<file path="src/design/dac_path_pkg.sv">
package dac_path_pkg;

  // ******************************************************************
  // register indices
  // ******************************************************************
  localparam logic [7:0] ADDR_POWER_MANAGEMENT_4    = 8'h0B;
  localparam logic [7:0] ADDR_CONVERTER_CONTROL     = 8'h30;
  localparam logic [7:0] ADDR_LEFT_DIGITAL_VOLUME   = 8'h32;
  localparam logic [7:0] ADDR_RIGHT_DIGITAL_VOLUME  = 8'h33;
  localparam logic [7:0] ADDR_SOFT_MUTE_CONTROL     = 8'h3A;
  localparam logic [7:0] ADDR_MUTE_RAMP_FILTER_CFG  = 8'h3B;

  // ******************************************************************
  // field positions
  // ******************************************************************
  localparam int BIT_PM_LEFT_ENABLE  = 4;
  localparam int BIT_PM_RIGHT_ENABLE = 5;
  localparam int BIT_VOL_ENABLE      = 15;
  localparam int BIT_VOL_UPDATE      = 8;
  localparam int VOL_CODE_HI         = 7;
  localparam int BIT_SOFT_MUTE       = 14;
  localparam int BIT_RAMPED_UNMUTE   = 14;
  localparam int BIT_RAMP_RATE_SLOW  = 13;
  localparam int BIT_SLOPING_STOP    = 12;
  localparam int BIT_MONO_MIX        = 13;
  localparam int DEEMPH_HI           = 5;
  localparam int DEEMPH_LO           = 4;
  localparam int BIT_LEFT_INVERT     = 1;
  localparam int BIT_RIGHT_INVERT    = 0;

  // ******************************************************************
  // reset values
  // ******************************************************************
  localparam logic [7:0] VOL_RESET       = 8'hC0;
  localparam logic       SOFT_MUTE_RESET = 1'h1;

  // ******************************************************************
  // gain and ramp
  // ******************************************************************
  localparam logic [7:0] GAIN_MUTE_CODE  = 8'h00;
  localparam logic [7:0] GAIN_UNITY_CODE = 8'hC0;
  localparam int         MANT_FRAC_BITS  = 15;
  localparam int         RAMP_DIV_FAST   = 2;
  localparam int         RAMP_DIV_SLOW   = 32;
  localparam logic [4:0] RAMP_LAST_FAST  = 5'(RAMP_DIV_FAST - 1);
  localparam logic [4:0] RAMP_LAST_SLOW  = 5'(RAMP_DIV_SLOW - 1);

  // one 6 dB octave split into 16 steps of 0.375 dB, q1.15
  localparam logic [15:0] GAIN_MANTISSA [16] = '{
    16'h8000, 16'h7A99, 16'h756B, 16'h7076, 16'h6BB5, 16'h6729, 16'h62CD, 16'h5EA0,
    16'h5AA0, 16'h56CC, 16'h5321, 16'h4F9E, 16'h4C41, 16'h4908, 16'h45F1, 16'h42FD
  };

endpackage

</file>
<file path="src/design/volume_scaler.sv">
`timescale 1ns/1ps

module volume_scaler
#(
  parameter int W = 24
)
(
  // sample and gain code
  input  logic signed [W-1:0] sample_in,
  input  logic        [7:0]   code,
  // scaled sample
  output logic signed [W-1:0] sample_out
);
  import dac_path_pkg::*;

  logic        [7:0]    steps;
  logic        [3:0]    octave;
  logic        [3:0]    fine;
  logic signed [W+16:0] prod;
  logic signed [W+16:0] shifted;

  // ******************************************************************
  // code to gain: 0.375 dB steps below unity
  // ******************************************************************
  always_comb
  begin
    steps   = GAIN_UNITY_CODE - code;
    octave  = steps[7:4];
    fine    = steps[3:0];
    prod    = sample_in * $signed({1'h0, GAIN_MANTISSA[fine]});
    shifted = prod >>> (MANT_FRAC_BITS + int'(octave));
    if (code == GAIN_MUTE_CODE)
      sample_out = '0;
    else if (code >= GAIN_UNITY_CODE)
      sample_out = sample_in;
    else
      sample_out = shifted[W-1:0];
  end

endmodule

</file>
<file path="src/design/stereo_dac_digital_path.sv">
`timescale 1ns/1ps

// Overview of operation
// - two enable bits, each at two addresses
// - 8-bit volume, zero mutes, 0xC0 unity
// - volume codes apply together on update bit
// - soft mute ramps gain down to silence
// - soft mute resets set; host clears it
// - mode zero unmute jumps to volume
// - mode one unmute ramps up to volume
// - rate bit picks fs/2 or fs/32
// - full ramp within 10.7 ms or 171 ms at 48 kHz
// - two-bit de-emphasis selection field
// - mono sums, halves, feeds both channels when both channels are enabled
// - per-channel polarity inversion bits
// - filter select normal or sloping stopband
// - 24-bit samples through the path
// - runs at any rate 8 to 48 kHz
module stereo_dac_digital_path
#(
  parameter int W = 24
)
(
  // clock, reset, enable
  input  logic                core_clk,
  input  logic                reset_n,
  input  logic                clk_en,
  // register port
  input  logic                reg_wr,
  input  logic                reg_rd,
  input  logic        [7:0]   reg_addr,
  input  logic        [15:0]  reg_wdata,
  output logic        [15:0]  reg_rdata,
  output logic                reg_rvalid,
  // samples from the audio interface
  input  logic                in_valid,
  input  logic signed [W-1:0] in_left,
  input  logic signed [W-1:0] in_right,
  // samples to the interpolation filters
  output logic                out_valid,
  output logic signed [W-1:0] out_left,
  output logic signed [W-1:0] out_right,
  // filter and converter controls
  output logic                left_conv_enable,
  output logic                right_conv_enable,
  output logic        [1:0]   deemphasis_select,
  output logic                sloping_stopband_select
);
  import dac_path_pkg::*;

  typedef struct packed {
    logic                left_en;
    logic                right_en;
    logic                mono;
    logic                inv_l;
    logic                inv_r;
    logic                mute;
    logic                ramp_mode;
    logic                rate_slow;
    logic                sb_filt;
    logic        [1:0]   deemph;
    logic        [7:0]   pend_l;
    logic        [7:0]   pend_r;
    logic        [7:0]   vol_l;
    logic        [7:0]   vol_r;
    logic        [7:0]   cur_l;
    logic        [7:0]   cur_r;
    logic        [4:0]   tick_cnt;
    logic        [15:0]  rdata;
    logic                rvalid;
    logic signed [W-1:0] out_l;
    logic signed [W-1:0] out_r;
    logic                out_v;
  } state_t;

  state_t              s_q;
  state_t              s_d;
  logic        [15:0]  read_word;
  logic                ramp_tick;
  logic        [4:0]   ramp_last;
  logic                mono_active;
  logic signed [W:0]   mono_sum;
  logic signed [W-1:0] mix_l;
  logic signed [W-1:0] mix_r;
  logic signed [W-1:0] scaled_l;
  logic signed [W-1:0] scaled_r;

  localparam logic signed [W-1:0] SAMPLE_MIN = {1'h1, {(W-1){1'h0}}};
  localparam logic signed [W-1:0] SAMPLE_MAX = {1'h0, {(W-1){1'h1}}};

  // ******************************************************************
  // helpers
  // ******************************************************************
  function automatic logic signed [W-1:0] polarity(input logic signed [W-1:0] x,
                                                    input logic inv);
    if (!inv)
      return x;
    else
      return (x == SAMPLE_MIN) ? SAMPLE_MAX : -x;
  endfunction
  function automatic logic [7:0] step_toward(input logic [7:0] cur, input logic [7:0] tgt);
    if (cur < tgt)
      return cur + 8'h01;
    else
      return (cur > tgt) ? cur - 8'h01 : cur;
  endfunction
  // ******************************************************************
  // mixing and gain
  // ******************************************************************
  // mono only with both channels on
  assign mono_active = s_q.mono & s_q.left_en & s_q.right_en;
  assign mono_sum    = in_left + in_right;
  assign mix_l       = mono_active ? mono_sum[W:1] : in_left;
  assign mix_r       = mono_active ? mono_sum[W:1] : in_right;

  volume_scaler #(.W(W)) u_scale_left
  (
    .sample_in  (mix_l),
    .code       (s_q.cur_l),
    .sample_out (scaled_l)
  );
  volume_scaler #(.W(W)) u_scale_right
  (
    .sample_in  (mix_r),
    .code       (s_q.cur_r),
    .sample_out (scaled_r)
  );

  // ******************************************************************
  // ramp timing
  // ******************************************************************
  // fs/2 or fs/32 step rate
  assign ramp_last = s_q.rate_slow ? RAMP_LAST_SLOW : RAMP_LAST_FAST;
  // at most 255 steps per ramp
  assign ramp_tick = in_valid & (s_q.tick_cnt >= ramp_last);

  // ******************************************************************
  // read mux
  // ******************************************************************
  always_comb
  begin
    read_word = 16'h0000;
    case (reg_addr)
      ADDR_POWER_MANAGEMENT_4:
      begin
        read_word[BIT_PM_LEFT_ENABLE]  = s_q.left_en;
        read_word[BIT_PM_RIGHT_ENABLE] = s_q.right_en;
      end
      ADDR_LEFT_DIGITAL_VOLUME:
      begin
        read_word[BIT_VOL_ENABLE]      = s_q.left_en;
        read_word[VOL_CODE_HI:0]       = s_q.pend_l;
      end
      ADDR_RIGHT_DIGITAL_VOLUME:
      begin
        read_word[BIT_VOL_ENABLE]      = s_q.right_en;
        read_word[VOL_CODE_HI:0]       = s_q.pend_r;
      end
      ADDR_CONVERTER_CONTROL:
      begin
        read_word[BIT_MONO_MIX]        = s_q.mono;
        read_word[DEEMPH_HI:DEEMPH_LO] = s_q.deemph;
        read_word[BIT_LEFT_INVERT]     = s_q.inv_l;
        read_word[BIT_RIGHT_INVERT]    = s_q.inv_r;
      end
      ADDR_SOFT_MUTE_CONTROL:
        read_word[BIT_SOFT_MUTE]       = s_q.mute;
      ADDR_MUTE_RAMP_FILTER_CFG:
      begin
        read_word[BIT_RAMPED_UNMUTE]   = s_q.ramp_mode;
        read_word[BIT_RAMP_RATE_SLOW]  = s_q.rate_slow;
        read_word[BIT_SLOPING_STOP]    = s_q.sb_filt;
      end
      default: read_word = 16'h0000;
    endcase
  end

  // ******************************************************************
  // next state
  // ******************************************************************
  always_comb
  begin
    s_d = s_q;
    if (clk_en)
    begin
      s_d.rvalid = 1'h0;
      s_d.out_v  = 1'h0;
      if (reg_rd)
      begin
        s_d.rdata  = read_word;
        s_d.rvalid = 1'h1;
      end
      if (reg_wr)
      begin
        case (reg_addr)
          ADDR_POWER_MANAGEMENT_4:
          begin
            s_d.left_en  = reg_wdata[BIT_PM_LEFT_ENABLE];
            s_d.right_en = reg_wdata[BIT_PM_RIGHT_ENABLE];
          end
          // hold code, apply both on update
          ADDR_LEFT_DIGITAL_VOLUME:
          begin
            s_d.left_en = reg_wdata[BIT_VOL_ENABLE];
            s_d.pend_l  = reg_wdata[VOL_CODE_HI:0];
            if (reg_wdata[BIT_VOL_UPDATE])
            begin
              s_d.vol_l = reg_wdata[VOL_CODE_HI:0];
              s_d.vol_r = s_q.pend_r;
            end
          end
          ADDR_RIGHT_DIGITAL_VOLUME:
          begin
            s_d.right_en = reg_wdata[BIT_VOL_ENABLE];
            s_d.pend_r   = reg_wdata[VOL_CODE_HI:0];
            if (reg_wdata[BIT_VOL_UPDATE])
            begin
              s_d.vol_r = reg_wdata[VOL_CODE_HI:0];
              s_d.vol_l = s_q.pend_l;
            end
          end
          ADDR_CONVERTER_CONTROL:
          begin
            s_d.mono   = reg_wdata[BIT_MONO_MIX];
            s_d.deemph = reg_wdata[DEEMPH_HI:DEEMPH_LO];
            s_d.inv_l  = reg_wdata[BIT_LEFT_INVERT];
            s_d.inv_r  = reg_wdata[BIT_RIGHT_INVERT];
          end
          ADDR_SOFT_MUTE_CONTROL:
            s_d.mute = reg_wdata[BIT_SOFT_MUTE];
          ADDR_MUTE_RAMP_FILTER_CFG:
          begin
            s_d.ramp_mode = reg_wdata[BIT_RAMPED_UNMUTE];
            s_d.rate_slow = reg_wdata[BIT_RAMP_RATE_SLOW];
            s_d.sb_filt   = reg_wdata[BIT_SLOPING_STOP];
          end
          default: s_d.rvalid = s_d.rvalid;
        endcase
      end
      if (in_valid)
        s_d.tick_cnt = ramp_tick ? 5'h00 : s_q.tick_cnt + 5'h01;
      if (s_q.mute || s_q.ramp_mode)
      begin
        if (ramp_tick)
        begin
          s_d.cur_l = step_toward(s_q.cur_l, s_q.mute ? GAIN_MUTE_CODE : s_q.vol_l);
          s_d.cur_r = step_toward(s_q.cur_r, s_q.mute ? GAIN_MUTE_CODE : s_q.vol_r);
        end
      end
      else
      begin
        s_d.cur_l = s_q.vol_l;
        s_d.cur_r = s_q.vol_r;
      end
      if (in_valid)
      begin
        s_d.out_l = s_q.left_en  ? polarity(scaled_l, s_q.inv_l) : '0;
        s_d.out_r = s_q.right_en ? polarity(scaled_r, s_q.inv_r) : '0;
        s_d.out_v = 1'h1;
      end
    end
  end

  // ******************************************************************
  // state register
  // ******************************************************************
  always_ff @(posedge core_clk or negedge reset_n)
  begin
    if (!reset_n)
    begin
      s_q        <= '0;
      s_q.mute   <= SOFT_MUTE_RESET;
      s_q.pend_l <= VOL_RESET;
      s_q.pend_r <= VOL_RESET;
      s_q.vol_l  <= VOL_RESET;
      s_q.vol_r  <= VOL_RESET;
    end
    else
      s_q <= s_d;
  end

  assign reg_rdata               = s_q.rdata;
  assign reg_rvalid              = s_q.rvalid;
  assign out_valid               = s_q.out_v;
  assign out_left                = s_q.out_l;
  assign out_right               = s_q.out_r;
  assign left_conv_enable        = s_q.left_en;
  assign right_conv_enable       = s_q.right_en;
  assign deemphasis_select       = s_q.deemph;
  assign sloping_stopband_select = s_q.sb_filt;
endmodule

</file>
<file path="config.mk">
export PLATFORM = sky130hd
export DESIGN_NAME = stereo_dac_digital_path
export DESIGN_NICKNAME = d
export VERILOG_FILES = /design/src/design/dac_path_pkg.sv /design/src/design/volume_scaler.sv /design/src/design/stereo_dac_digital_path.sv
export SDC_FILE = /design/constraint.sdc
export NUM_CORES = 2
export LEC_CHECK = 0
export ABC_CLOCK_PERIOD_IN_PS = 9900
export BUFFER_PORTS_ARGS = -buffer_cell sky130_fd_sc_hd__buf_2
export CAP_MARGIN = 10
export CORE_MARGIN = 5
export CORE_UTILIZATION = 33
export DETAILED_ROUTE_END_ITERATION = 8
export PLACE_DENSITY = 0.6
export SYNTH_ARGS = -nofsm -noshare
export SYNTH_HDL_FRONTEND = slang
export SYNTH_SLANG_ARGS = --single-unit
</file>
<file path="constraint.sdc">
create_clock -name core_clk -period 9.9 [get_ports core_clk]
set_clock_uncertainty 0.15 [all_clocks]
set_input_delay 0.495 -clock core_clk [delete_from_list [all_inputs] [get_ports core_clk]]
set_output_delay 0.495 -clock core_clk [all_outputs]
set_load 0.03 [all_outputs]
</file>
==> flow_summary.rst <==
.. list-table::
   :header-rows: 1

   * - Metric
     - Value
   * - Area of the die
     - between 150000 and 200000 um^2
   * - Sink count of the clock tree
     - 126
   * - Critical path's top delay family
     - adder cells
   * - Commonest non-fill, non-tap cell in the layout
     - sky130_fd_sc_hd__buf_4
   * - Number of global-route vias before repair
     - about 52000
   * - Met3 routed wirelength
     - 18800 um
   * - Horizontal die dimension
     - about 400 um
   * - Gate count of the mapped netlist
     - around 6300
   * - Number of CTS-inserted buffers
     - 17
   * - YS warnings
     - 0
   * - Most area-consuming cells after synthesis
     - sky130_fd_sc_hd__fa_1, sky130_fd_sc_hd__inv_1, sky130_fd_sc_hd__ha_1
   * - Number of synthesized register bits
     - about 130
   * - RD Place Congestion
     - 1.02
   * - Syn Area/Cell
     - 7.77 um^2
   * - Number of buffer and inverter instances along the worst setup path
     - 17
   * - Crit. End Element
     - register
   * - Hold EP
     - sloping_stopband_select
   * - Class of the tightest hold or removal check
     - input pin to register
   * - Sequential fraction of the synthesis area
     - ~6.5%
   * - Detail Route Antenna Nets
     - 0
   * - R2R Path End
     - out_right[7]
   * - Pin slew with the least headroom to its limit
     - ~1.5 ns
   * - Number of antenna violations at the first check in global routing
     - 9
   * - Total Wirelength
     - between 200000 and 250000 um
   * - Vias after detailed routing
     - a little over 50000
   * - Slowest CP cell
     - sky130_fd_sc_hd__fa_1
   * - Number of flops mapped to enable cells by yosys
     - 0
   * - Critical Path Start Type
     - input pin
   * - Slew Viols, Final
     - 2
   * - H-Tree Depth
     - 4
   * - Share of cells above drive strength 1
     - between 30% and 40%
   * - Arrival time worst endpoint
     - ~11 ns
   * - Overall fraction of global-route tracks in use
     - approximately 26%
   * - Part of the cycle the worst path needs
     - 104%
   * - Highest layer used for signal routing
     - met5
   * - Sum of routed wire segments on met1
     - between 90000 and 100000 um
   * - Final net count
     - approximately 8600
   * - RSZ-0062 raised after global routing
     - true
   * - Number of remaining DRC errors
     - 0
   * - Area added between synthesis and finish
     - 34.6%
   * - Required time worst endpoint
     - between 10 and 15 ns
   * - Start point of the worst hold path
     - reg_wdata[12]
   * - Syn Std Cell Area
     - roughly 50000 um^2
   * - Most area-hungry cell type in the Yosys netlist
     - sky130_fd_sc_hd__fa_1
   * - Rows
     - about 140
   * - Pre-antenna DRT Iters
     - 8
   * - Most frequently used flop master after synthesis
     - sky130_fd_sc_hd__dfrtp_1
   * - DRT iter0 DRCs
     - a little under 5000
   * - Period minus WS final
     - 10.33 ns
   * - Count of endpoints failing hold in the final timing report
     - 0
   * - Cell repeated most along the worst path
     - sky130_fd_sc_hd__buf_6
   * - Routed wl met2
     - 86000 um
   * - Clock latency reported for the late side of the worst-skew pair
     - 0.44 ns
   * - Starting utilization of the core area
     - between 30% and 40%
   * - Sum Neg Setup Slack
     - -16.23 ns
   * - Commonest non-fill, non-tap cells in the layout
     - sky130_fd_sc_hd__buf_4, sky130_fd_sc_hd__inv_1, sky130_fd_sc_hd__nand2_1
   * - Cell depth of the worst hold path
     - 2
   * - Total setup violations reported at the end of the flow
     - 48
   * - Worst reg2reg path startpoint
     - s_q[71]
   * - Maximum capacitance violations
     - 1
   * - Worst stage delay on the critical path
     - roughly 0.59 ns
   * - Global-route wire length before repair
     - around 310000 um
   * - Worst R2R Setup Slack
     - -0.41 ns
   * - Number of distinct library cells after synthesis
     - ~120
   * - TritonCTS clock tree
     - built
   * - Final non-filler cell area
     - ~66000 um^2
   * - Number of I/O pins
     - ~150
   * - Estimated wirelength of the detail-placed design
     - between 150000 and 200000 um
   * - Achievable Freq
     - 0.0968 GHz
   * - Worst slew margin relative to its limit
     - -1.21%
   * - Result of the run
     - finished, violations left
   * - Buffers on Ports
     - 141
   * - Critical setup path kind
     - input pin to register
   * - Die height
     - ~400 um
   * - Area after detailed placement
     - between 60000 and 70000 um^2
   * - Area of the core region
     - 147000 um^2
   * - Worst-path fanout max
     - 5
   * - Ys async rst share
     - between 90% and 100%
   * - Post-DR vias/cell
     - 5.45
   * - WL/cell
     - 21.6 um
   * - Final setup slack of the worst path
     - -0.428 ns
   * - CTS Buffer Depth
     - 2
   * - Violated checks
     - capacitance limit, slew limit, setup timing
   * - Total global routing overflow
     - 0
   * - Worst Reg-to-Reg Cells
     - 40
   * - Clock transition at path regs
     - about 0.06 ns
   * - Root buffer cell
     - sky130_fd_sc_hd__clkbuf_16
   * - Pin count of the biggest net entering global routing
     - 84
   * - Fraction of synthesized cell area taken by the top area cell type
     - just over 30%
## what timing repair did
item | 4_1_cts | 5_1_grt
setup buffers | 108 | 30
pin swaps | 225 | 102
hold buffers | 1 | 0
setup endpoints to repair | 48 | 48
gates resized for setup | 480 | 183
hold endpoints to repair | 43 | 0
gates cloned | 2 | 0
## layer usage
| metal | GRT usage [%] | up-vias |
|---|---|---|
| met5 | 0 | - |
| li1 | - | 23215 |
| met1 | 38.4 | 25750 |
| met2 | 38.0 | 2245 |
| met4 | 5.43 | 2 |
| met3 | 4.79 | 270 |
## sequential cells by signal, indices dropped and copies added (netlist names)
register / count
out_left: 24
deemphasis_select: 2
reg_rvalid: 1
left_conv_enable: 1
s_q: 59
sloping_stopband_select: 1
reg_rdata: 12
out_valid: 1
right_conv_enable: 1
out_right: 24
## area by class of cell
class	count	area (um^2)
Timing Repair Buffer	1608	12700
Tap cell	1930	2410
Fill cell	14543	81600
Multi-Input combinational cell	4690	42800
Sequential cell	126	3170
Antenna cell	3	7.51
Clock buffer	21	450
Clock inverter	11	135
Inverter	1064	4010
## worst max path at each step
stage | slack (ns) | depth (start not counted) | from | endpoint
floorplan | -0.04 | 38 | in_left[11] | out_right[22]
CTS | -0.27 | 42 | in_left[1] | out_left[23]
global route | -0.70 | 49 | in_left[1] | out_right[21]
detailed placement | -1.46 | 41 | in_left[2] | out_left[9]
global placement | -1.43 | 41 | in_left[2] | out_left[9]
finish | -0.43 | 50 | in_left[1] | out_right[7]
## Yosys cell counts (32+ instances only)
master and number:
sky130_fd_sc_hd__o21a_1 71, sky130_fd_sc_hd__and2_1 57, sky130_fd_sc_hd__inv_1 1060, sky130_fd_sc_hd__a31oi_1 48, sky130_fd_sc_hd__o21ai_1 57, sky130_fd_sc_hd__nand3_1 101
sky130_fd_sc_hd__xnor2_1 90, sky130_fd_sc_hd__dfrtp_1 117, sky130_fd_sc_hd__a21oi_1 271, sky130_fd_sc_hd__buf_4 75, sky130_fd_sc_hd__ha_1 280, sky130_fd_sc_hd__nor3_1 112
sky130_fd_sc_hd__o22ai_1 38, sky130_fd_sc_hd__o31ai_1 48, sky130_fd_sc_hd__mux2_2 39, sky130_fd_sc_hd__a211oi_1 64, sky130_fd_sc_hd__xor2_1 45, sky130_fd_sc_hd__a21o_1 87
sky130_fd_sc_hd__fa_1 747, sky130_fd_sc_hd__clkbuf_1 236, sky130_fd_sc_hd__nand2b_1 63, sky130_fd_sc_hd__o221ai_1 32, sky130_fd_sc_hd__o21ai_0 223, sky130_fd_sc_hd__and3_1 34
sky130_fd_sc_hd__o211ai_1 65, sky130_fd_sc_hd__nor4_1 36, sky130_fd_sc_hd__nand2_1 794, sky130_fd_sc_hd__nor2_1 631, sky130_fd_sc_hd__buf_2 59, sky130_fd_sc_hd__nand4_1 58
sky130_fd_sc_hd__mux2i_1 36
## cells by family after synthesis
logic type	Yosys count	synth area share [%]
XOR/XNOR	139	2.57
buffers and inverters	1465	12.2
flip-flops	126	6.49
other	1	0.00769
multiplexers	86	2.15
AO/OA/AOI/OAI	1371	19.7
adder cells (fa/ha/maj)	1027	37.8
AND/OR/NAND/NOR	2062	19.1
## through the flow
step,hold slack [ns],setup WS (ns),std cells,utilization [%]
after floorplan,0.0494,-0.0390,6280,-
after global routing,0.148,-0.697,9450,44.6
final,0.149,-0.428,9453,44.6
after CTS,0.133,-0.273,9421,43.9
after detailed placement,0.307,-1.46,9282,41.4
after global placement,0.299,-1.43,9282,41.4
Power is left out: the tool's default activity adds up to more than one toggle a clock period on the data nets, which glitch-free logic cannot reach.
